File: config.mk
export PLATFORM = sky130hd
export DESIGN_NAME = wdt_watchdog_timer
export DESIGN_NICKNAME = d
export VERILOG_FILES = /design/src/wdt_pkg.sv /design/src/wdt_low_power_rc_osc_osc.sv /design/src/wdt_divider.sv /design/src/wdt_watchdog_timer.sv
export SDC_FILE = /design/constraint.sdc
export NUM_CORES = 1
export LEC_CHECK = 0
export BUFFER_PORTS_ARGS = -buffer_cell sky130_fd_sc_hd__buf_2
export CAP_MARGIN = 20
export CORE_ASPECT_RATIO = 1.25
export CORE_MARGIN = 2
export CORE_UTILIZATION = 45
export DETAILED_ROUTE_END_ITERATION = 8
export HOLD_SLACK_MARGIN = 0.12
export PLACE_DENSITY = 0.66
export SETUP_SLACK_MARGIN = 0.3
export SLEW_MARGIN = 20
export SYNTH_ARGS = -nofsm -noshare
export SYNTH_HDL_FRONTEND = slang
export SYNTH_SLANG_ARGS = --single-unit
File: constraint.sdc
create_clock -name sys_clk -period 3.35 [get_ports sys_clk]
set_clock_uncertainty 0.05 [all_clocks]
set_input_delay 0.1675 -clock sys_clk [delete_from_list [all_inputs] [get_ports sys_clk]]
set_output_delay 0.1675 -clock sys_clk [all_outputs]
set_load 0.005 [all_outputs]
File: src/wdt_pkg.sv
package wdt_pkg;

	// ------------------------------------------------------------
	// clock rates
	// ------------------------------------------------------------
	localparam int unsigned SYS_CLK_FREQ_MHZ = 200;
	localparam int unsigned RCOSC_FREQ_KHZ = 32;
	// system clock cycles per nominal oscillator period
	localparam int unsigned RCOSC_TICK_CYCLES_DFLT = (SYS_CLK_FREQ_MHZ * 1000) / RCOSC_FREQ_KHZ;
	localparam int unsigned RCOSC_CNT_W = 16;

	// ------------------------------------------------------------
	// prescaler and postscaler shape
	// ------------------------------------------------------------
	localparam int unsigned PRE_W = 7;
	localparam int unsigned POST_W = 15;
	localparam int unsigned POST_SEL_W = 4;
	localparam int unsigned ELAPSED_W = 23;
	// terminal counts: divide by 32 and divide by 128
	localparam logic [PRE_W-1:0] PRE_LIMIT_DIV32 = 7'h1F;
	localparam logic [PRE_W-1:0] PRE_LIMIT_DIV128 = 7'h7F;
	localparam logic [ELAPSED_W-1:0] PRE_RATIO_DIV32 = 23'h000020;
	localparam logic [ELAPSED_W-1:0] PRE_RATIO_DIV128 = 23'h000080;
	// nominal prescaler output periods
	localparam int unsigned PRE_PERIOD_DIV32_MS = 1;
	localparam int unsigned PRE_PERIOD_DIV128_MS = 4;
	localparam logic [POST_W:0] POST_ONE = 16'h0001;

	// ------------------------------------------------------------
	// values after reset
	// ------------------------------------------------------------
	localparam logic RST_SW_ENABLE = 1'b0;
	localparam logic RST_FLAG = 1'b0;
	localparam logic RST_PULSE = 1'b0;

	// ------------------------------------------------------------
	// power-save state
	// ------------------------------------------------------------
	typedef enum logic [2:0] {
		WDT_ST_RUN = 3'b001,
		WDT_ST_SLEEP = 3'b010,
		WDT_ST_IDLE = 3'b100
	} wdt_state_t;

endpackage

File: src/wdt_low_power_rc_osc_osc.sv
`timescale 1ns/100ps
module wdt_rcosc
	import wdt_pkg::*;
#(
	parameter int unsigned CYCLES = RCOSC_TICK_CYCLES_DFLT
) (
	// clock and reset
	input wire logic clk,
	input wire logic reset_n,
	// control
	input wire logic enable,
	// one pulse per oscillator period
	output logic tick
);

	// ------------------------------------------------------------
	// period counter
	// ------------------------------------------------------------
	logic [RCOSC_CNT_W-1:0] cnt_r;
	logic [RCOSC_CNT_W-1:0] cnt_nxt;
	logic tick_r;
	logic tick_nxt;

	localparam logic [RCOSC_CNT_W-1:0] LAST = RCOSC_CNT_W'(CYCLES - 1);

	always_comb begin
		cnt_nxt = cnt_r;
		tick_nxt = 1'b0;
		// a stopped oscillator restarts from a full period
		if (!enable) begin
			cnt_nxt = '0;
		end else if (cnt_r >= LAST) begin
			cnt_nxt = '0;
			tick_nxt = 1'b1;
		end else begin
			cnt_nxt = cnt_r + 1'b1;
		end
	end

	always_ff @(posedge clk or negedge reset_n) begin
		if (!reset_n) begin
			cnt_r <= '0;
			tick_r <= 1'b0;
		end else begin
			cnt_r <= cnt_nxt;
			tick_r <= tick_nxt;
		end
	end

	assign tick = tick_r;

endmodule

File: src/wdt_divider.sv
`timescale 1ns/100ps
module wdt_divider #(
	parameter int unsigned W = 7
) (
	// clock and reset
	input wire logic clk,
	input wire logic reset_n,
	// count control
	input wire logic clear,
	input wire logic tick_in,
	input wire logic [W-1:0] limit,
	// state
	output logic [W-1:0] count,
	output logic tick_out
);

	logic [W-1:0] cnt_r;
	logic [W-1:0] cnt_nxt;
	logic wrap;

	// >= so a smaller limit chosen mid-count cannot run past it
	assign wrap = (cnt_r >= limit);

	always_comb begin
		cnt_nxt = cnt_r;
		if (clear) begin
			cnt_nxt = '0;
		end else if (tick_in) begin
			cnt_nxt = wrap ? '0 : cnt_r + 1'b1;
		end
	end

	always_ff @(posedge clk or negedge reset_n) begin
		if (!reset_n) begin
			cnt_r <= '0;
		end else begin
			cnt_r <= cnt_nxt;
		end
	end

	assign count = cnt_r;
	// not masked by clear: the clear is built from this tick upstream, and a
	// clear in the same cycle must not swallow a time-out
	assign tick_out = tick_in & wrap;

endmodule

File: src/wdt_watchdog_timer.sv
// Function
// - counter runs on the low-power oscillator; enabling the watchdog starts it
// - 32 kHz clock feeds a divide-by-32 or divide-by-128 prescaler
// - prescaler output period is about 1 ms or about 4 ms
// - 4-bit field picks one of 16 postscaler ratios, 1:1 to 1:32768
// - counters clear on any device reset and on clock switch completion
// - counters clear on entering and again on leaving sleep or idle
// - clear instruction in normal execution resets counter, prescaler and postscaler
// - enabled watchdog counts in sleep/idle; time-out wakes the core
// - sleep and idle status bits stay set until software clears them
// - sticky time-out flag, cleared only by software
// - forced-enable configuration bit keeps the watchdog always on
// - without forced enable, the software enable bit runs the watchdog
// - any device reset clears the software enable bit
// - in window mode a clear before the last quarter causes a reset
// - prescale select 1 divides by 128, 0 divides by 32
// - postscaler ratio is two to the power of the field
// - window-disable 1 means non-window mode, 0 window mode
`timescale 1ns/100ps
module wdt_watchdog_timer
	import wdt_pkg::*;
#(
	parameter int unsigned RCOSC_TICK_CYCLES = RCOSC_TICK_CYCLES_DFLT
) (
	// clock and power-on reset
	input wire logic sys_clk,
	input wire logic reset_n,
	// configuration word
	input wire logic forced_enable_cfg,
	input wire logic window_disable_cfg,
	input wire logic prescale_select,
	input wire logic [POST_SEL_W-1:0] postscale_select,
	// core events, one-cycle pulses
	input wire logic watchdog_clear_instr,
	input wire logic power_save_instr,
	input wire logic power_save_idle,
	input wire logic clock_switch_done,
	input wire logic device_reset_req,
	input wire logic wake_event,
	// software access to reset control bits
	input wire logic software_enable_wr,
	input wire logic software_enable_wdata,
	input wire logic timeout_flag_clr,
	input wire logic sleep_flag_clr,
	input wire logic idle_flag_clr,
	// status
	output logic low_power_rc_osc_en,
	output logic watchdog_active,
	output logic software_enable_bit,
	output logic timeout_flag,
	output logic sleep_flag,
	output logic idle_flag,
	output logic power_save_active,
	output logic window_open,
	// actions toward the core
	output logic core_wake,
	output logic watchdog_reset_req
);

	// ------------------------------------------------------------
	// declarations
	// ------------------------------------------------------------
	wdt_state_t state_r;
	wdt_state_t state_nxt;
	logic sw_en_r;
	logic sw_en_nxt;
	logic enabled;
	logic osc_en_r;
	logic osc_en_nxt;
	logic active_r;
	logic to_flag_r;
	logic to_flag_nxt;
	logic sleep_r;
	logic sleep_nxt;
	logic idle_r;
	logic idle_nxt;
	logic wake_r;
	logic wake_nxt;
	logic rst_req_r;
	logic rst_req_nxt;
	logic win_r;
	logic win_nxt;
	logic ps_active_r;

	logic rcosc_tick;
	logic pre_tick;
	logic timeout_evt;
	logic [PRE_W-1:0] pre_limit;
	logic [PRE_W-1:0] pre_cnt;
	logic [POST_W-1:0] post_limit;
	logic [POST_W-1:0] post_cnt;
	logic [ELAPSED_W-1:0] elapsed;
	logic [ELAPSED_W-1:0] total;
	logic win_now;
	logic in_run;
	logic enter_ps;
	logic exit_ps;
	logic clr_normal;
	logic early_clear;
	logic counter_clear;

	// ------------------------------------------------------------
	// enable
	// ------------------------------------------------------------
	assign enabled = forced_enable_cfg | sw_en_r;

	always_comb begin
		sw_en_nxt = sw_en_r;
		if (device_reset_req) begin
			sw_en_nxt = RST_SW_ENABLE;
		end else if (software_enable_wr) begin
			sw_en_nxt = software_enable_wdata;
		end
		// forced mode keeps the oscillator on whatever software writes
		osc_en_nxt = forced_enable_cfg | sw_en_nxt;
	end

	always_ff @(posedge sys_clk or negedge reset_n) begin
		if (!reset_n) begin
			sw_en_r <= RST_SW_ENABLE;
			osc_en_r <= 1'b0;
			active_r <= 1'b0;
		end else begin
			sw_en_r <= sw_en_nxt;
			osc_en_r <= osc_en_nxt;
			active_r <= enabled;
		end
	end

	// ------------------------------------------------------------
	// counter chain
	// ------------------------------------------------------------
	wdt_rcosc #(
		.CYCLES(RCOSC_TICK_CYCLES)
	) u_osc (
		.clk(sys_clk),
		.reset_n(reset_n),
		.enable(osc_en_r),
		.tick(rcosc_tick)
	);

	// 1 ms or 4 ms per prescaler tick at the nominal rate
	assign pre_limit = prescale_select ? PRE_LIMIT_DIV128 : PRE_LIMIT_DIV32;
	assign post_limit = POST_W'((POST_ONE << postscale_select) - POST_ONE);

	wdt_divider #(
		.W(PRE_W)
	) u_pre (
		.clk(sys_clk),
		.reset_n(reset_n),
		.clear(counter_clear),
		.tick_in(rcosc_tick & enabled),
		.limit(pre_limit),
		.count(pre_cnt),
		.tick_out(pre_tick)
	);

	wdt_divider #(
		.W(POST_W)
	) u_post (
		.clk(sys_clk),
		.reset_n(reset_n),
		.clear(counter_clear),
		.tick_in(pre_tick),
		.limit(post_limit),
		.count(post_cnt),
		.tick_out(timeout_evt)
	);

	// ------------------------------------------------------------
	// clear window
	// ------------------------------------------------------------
	// both ratios are powers of two, so elapsed ticks are a concatenation
	always_comb begin
		if (prescale_select) begin
			elapsed = {1'b0, post_cnt, pre_cnt};
			total = PRE_RATIO_DIV128 << postscale_select;
		end else begin
			elapsed = {3'b000, post_cnt, pre_cnt[4:0]};
			total = PRE_RATIO_DIV32 << postscale_select;
		end
		win_now = (elapsed >= (total - (total >> 2)));
	end

	// ------------------------------------------------------------
	// event decode
	// ------------------------------------------------------------
	assign in_run = (state_r == WDT_ST_RUN);
	assign clr_normal = watchdog_clear_instr & in_run;
	assign early_clear = clr_normal & enabled & ~window_disable_cfg & ~win_now;
	assign enter_ps = in_run & power_save_instr & ~timeout_evt;
	assign exit_ps = ~in_run & (wake_event | timeout_evt);

	// a disabled watchdog restarts from zero when it is enabled again
	assign counter_clear = device_reset_req | clock_switch_done | enter_ps | exit_ps
		| clr_normal | ~enabled;

	// ------------------------------------------------------------
	// power-save state
	// ------------------------------------------------------------
	always_comb begin
		state_nxt = state_r;
		case (state_r)
			WDT_ST_RUN: begin
				if (enter_ps) begin
					state_nxt = power_save_idle ? WDT_ST_IDLE : WDT_ST_SLEEP;
				end
			end
			WDT_ST_SLEEP, WDT_ST_IDLE: begin
				// counting carries on here, so a time-out wakes the core
				if (exit_ps) begin
					state_nxt = WDT_ST_RUN;
				end
			end
			default: begin
				state_nxt = WDT_ST_RUN;
			end
		endcase
		if (device_reset_req) begin
			state_nxt = WDT_ST_RUN;
		end
	end

	always_ff @(posedge sys_clk or negedge reset_n) begin
		if (!reset_n) begin
			state_r <= WDT_ST_RUN;
			ps_active_r <= 1'b0;
		end else begin
			state_r <= state_nxt;
			ps_active_r <= (state_nxt != WDT_ST_RUN);
		end
	end

	// ------------------------------------------------------------
	// status flags and actions
	// ------------------------------------------------------------
	always_comb begin
		to_flag_nxt = to_flag_r;
		sleep_nxt = sleep_r;
		idle_nxt = idle_r;
		wake_nxt = 1'b0;
		rst_req_nxt = 1'b0;
		// clears first so that a set in the same cycle wins
		if (timeout_flag_clr) begin
			to_flag_nxt = 1'b0;
		end
		if (sleep_flag_clr) begin
			sleep_nxt = 1'b0;
		end
		if (idle_flag_clr) begin
			idle_nxt = 1'b0;
		end
		if (enter_ps & power_save_idle) begin
			idle_nxt = 1'b1;
		end
		if (enter_ps & ~power_save_idle) begin
			sleep_nxt = 1'b1;
		end
		if (timeout_evt) begin
			to_flag_nxt = 1'b1;
			if (in_run) begin
				rst_req_nxt = 1'b1;
			end else begin
				wake_nxt = 1'b1;
			end
		end
		if (early_clear) begin
			to_flag_nxt = 1'b1;
			rst_req_nxt = 1'b1;
		end
		if (wake_event & ~in_run) begin
			wake_nxt = 1'b1;
		end
		win_nxt = enabled & in_run & win_now;
	end

	always_ff @(posedge sys_clk or negedge reset_n) begin
		if (!reset_n) begin
			to_flag_r <= RST_FLAG;
			sleep_r <= RST_FLAG;
			idle_r <= RST_FLAG;
			wake_r <= RST_PULSE;
			rst_req_r <= RST_PULSE;
			win_r <= 1'b0;
		end else begin
			to_flag_r <= to_flag_nxt;
			sleep_r <= sleep_nxt;
			idle_r <= idle_nxt;
			wake_r <= wake_nxt;
			rst_req_r <= rst_req_nxt;
			win_r <= win_nxt;
		end
	end

	// ------------------------------------------------------------
	// outputs
	// ------------------------------------------------------------
	assign low_power_rc_osc_en = osc_en_r;
	assign watchdog_active = active_r;
	assign software_enable_bit = sw_en_r;
	assign timeout_flag = to_flag_r;
	assign sleep_flag = sleep_r;
	assign idle_flag = idle_r;
	assign power_save_active = ps_active_r;
	assign window_open = win_r;
	assign core_wake = wake_r;
	assign watchdog_reset_req = rst_req_r;

endmodule

==> impl_results.md <==
- Final core occ: 61.4%
- Most used routing layer in global routing: met2
- Hold Crit Class: primary input to flip-flop
- Die area: 0.0109 mm²
- Final HPWL DP: 8690 µm
- Grt ovf: 0
- WP data arrival: 3.48 ns
- Avg WL per Cell: 14.0 µm
- Root Buffer: clkbuf_16
- Minimum clock period: 3.35 ns
- Tot GR Track Use: 21.5%
- Area growth syn-to-layout: 34.2%
- Met2 Track Usage GR: 39.4%
- Static leakage: 2.94 nW
- Fin crit share: 100%
- DR pass1 iterations: 4
- Die width: 94.0 µm
- Synth warn: 0
- Core area: 0.00995 mm²
- CTS max path bufs: 2
- IO Pins: 30
- Synth unique cells: 54
- Outcome: finished clean
- Layout Nets: 751
- Slew Limit Headroom: 60.9%
- Fmax: 299 MHz
- Gpl congestion: 0.835
- Area of the multi-input gates: 0.00342 mm²
- Critical path data required time: 3.49 ns
- Top FF cell, synth: dfrtp_1
- FP Rows: 41
- R2r setup slk: 0.97 ns
- Slowest stage cell, crit path: ha_1
- Vias in the first global route: 4,392
- Mapped Avg Cell Area: 8.19 µm²
- CTS buffer count: 5
- Synthesized area: 0.00455 mm²
- Worst-path clk slew: 0.06 ns
- Tot Pwr: 1.80 mW
- Seq/Total Area, Yosys: 28.6%
- TritonCTS Sinks: 52
- Startpoint types: primary input
- RSZ-0062 raised after global routing: yes
- Worst-path fanout max: 6
- FILL cells: 854
- First-pass GRT wire length: 18,900 µm
- Max-slew violation count: 0
- Final hold vios: 0
- Worst skew pair latency: 0.29 ns
- Post-synth EDFFs: 0
- Met3 GRT Util: 1.68%
- Die height: 116 µm
- # diodes: 0
- CTS tree: done
- Finish-stage setup viols: 0
- Critical path capture point type: flip-flop
- DR vias/cell: 5.29
- Pwr dens: 295 mW/mm²
- Grt met1 use: 24.5%
- Largest net degree at the start of global routing: 34
- Actual slew at the worst max-slew pin: 0.582 ns
- Seq. cell area: 0.00130 mm²
- Async S/R FF share, synth: 100%
- Slowest stage delay, CP: 0.29 ns
- CP Class: primary input to flip-flop
- WL final: 11,200 µm
- Vias: 4,237
- Initial antenna violation count: 0
- Crit path cell chain: buf_12 > xor2_4 > and2_1 > nand2_1 > inv_1 > ha_4 > nand2_1 > o21ai_2 > o21bai_4 > a21o_1 > a21oi_2 > xor2_1 > ha_1 > a211oi_2 > nor2_2 > o31ai_2 > o311ai_2 > a21oi_1 > a21oi_2 > and2_4
- Htree depth: 2
- Post-synthesis register bit count: 52
- Max Cap Viol: 0
- IO Port Bufs: 29
- Initial DRC Count: 128
- Gate Count Post-Synth: 556
- Maximum vdd drop: 0.212 mV
- Share of cells above drive strength 1: 31.7%
- Antenna viol nets, final: 0
- DRC: 0
- Initial Util: 45.8%
==> Yosys cell counts, drive strengths merged, types with 6 or more instances <==
cell     n  area, µm²
o21ai   25        125
xor2    27        236
ha      60        751
nand3   21        105
nand2   59        221
dfrtp   51       1280
clkbuf  13       50.0
mux2    15        169
nor3    15       75.1
and2     9       56.3
a31oi    6       37.5
xnor2   21        184
or2      7       43.8
nor2    66        248
and3    11       68.8
nand4    8       50.1
inv     36        135
a21oi   47        250
==> timing repair <==
action,4_1_cts,5_1_grt
gates resized for setup,31,28
endpoints found under the setup margin,3,24
endpoints found under the hold margin,27,0
pin swaps,29,24
buffers inserted,14,5
hold buffers,6,0
cloned,0,0
==> per-stage QoR <==
| step | worst slack [ns] | std cells | TNS (ns) | area, µm² | hold slack (ns) |
|---|---|---|---|---|---|
| global placement | -0.263 | 767 | -0.685 | 5480 | 0.314 |
| CTS | 0.0860 | 796 | 0 | 5940 | 0.123 |
| global route | -0.176 | 801 | -0.400 | 6110 | 0.146 |
| detailed placement | -0.462 | 768 | -1.28 | 5500 | 0.0971 |
| floorplan | -0.0301 | 558 | -0.0301 | 4770 | -0.178 |
| finish | 0.00143 | 801 | 0 | 6110 | 0.120 |
==> cell usage in the layout (no fill, tap or decap), types with 12 or more instances in the layout <==
cell / instances
buf_4: 82
nor2_1: 63
nand2_1: 55
dfrtp_1: 51
ha_1: 47
inv_1: 32
a21oi_1: 32
buf_2: 26
xor2_1: 25
xnor2_1: 21
nand3_1: 19
mux2_2: 15
o21ai_0: 14
nor3_1: 13
a21oi_2: 12
==> flip-flops by register name (all words and copies together) (netlist names) <==
register	count
watchdog_active	1
timeout_flag	1
core_wake	1
u_pre.count	7
power_save_active	1
idle_flag	1
software_enable_bit	1
sleep_flag	1
watchdog_reset_req	1
u_post.count	15
u_osc.cnt_r	16
state_r	3
window_open	1
low_power_rc_osc_en	1
u_osc.tick	1
==> where the power goes <==
part	switching [mW]	internal (mW)	leakage [nW]
clock network	0.224	0.299	0.0772
logic	0.304	0.325	2.16
registers	0.00817	0.642	0.702
==> area by class of cell <==
cell class	instances	area share, %
clock inverters	2	0.225
repair buffers	122	15.4
well taps	129	2.64
clock buffers	6	2.27
multi-input cells	454	55.9
flip-flops and latches	52	21.3
inverters	36	2.21
==> worst max-delay path: cells and delay by family <==
kind,cells,cell delay [ns]
AOI/OAI and AO/OA,9,1.53
and+or+nand+nor,5,0.64
adders and majority gates,2,0.55
xor gates and xnor gates,2,0.39
buffers and inverters,2,0.22
==> worst paths after layout <==
check                                       startpoint                        end  cells after the start
max reg2reg                u_post.count[5]$_DFFE_PN0P_      window_open$_DFF_PN0_                      9
min in group asynchronous                      reset_n   u_osc.cnt_r[7]$_DFF_PN0_                      2
min                                   timeout_flag_clr   timeout_flag$_DFFE_PN0P_                      4
max in group asynchronous                      reset_n       state_r[0]$_DFF_PN1_                      3
max                                postscale_select[1]      window_open$_DFF_PN0_                     20
min reg2reg                  u_osc.cnt_r[12]$_DFF_PN0_  u_osc.cnt_r[12]$_DFF_PN0_                      2
==> routing by layer <==
metal	routed length, µm	vias to the layer above
li1	-	2148
met1	4640	1958
met2	5790	92
met3	283	39
met5	0	-
met4	508	0
==> cells by family (layout without fill, tap and decap cells) <==
kind of cell / after synthesis / in the layout / synth area share (%)
AOI/OAI and AO/OA: 109 / 109 / 14.6
xor gates and xnor gates: 48 / 48 / 9.23
adders and majority gates: 60 / 60 / 16.5
buffers and inverters: 52 / 166 / 4.51
DFF: 52 / 52 / 28.6
muxes: 16 / 16 / 3.93
other: 1 / 3 / 0.0824
and+or+nand+nor: 218 / 218 / 22.6
No activity file was read; power rests on OpenSTA's default activity.
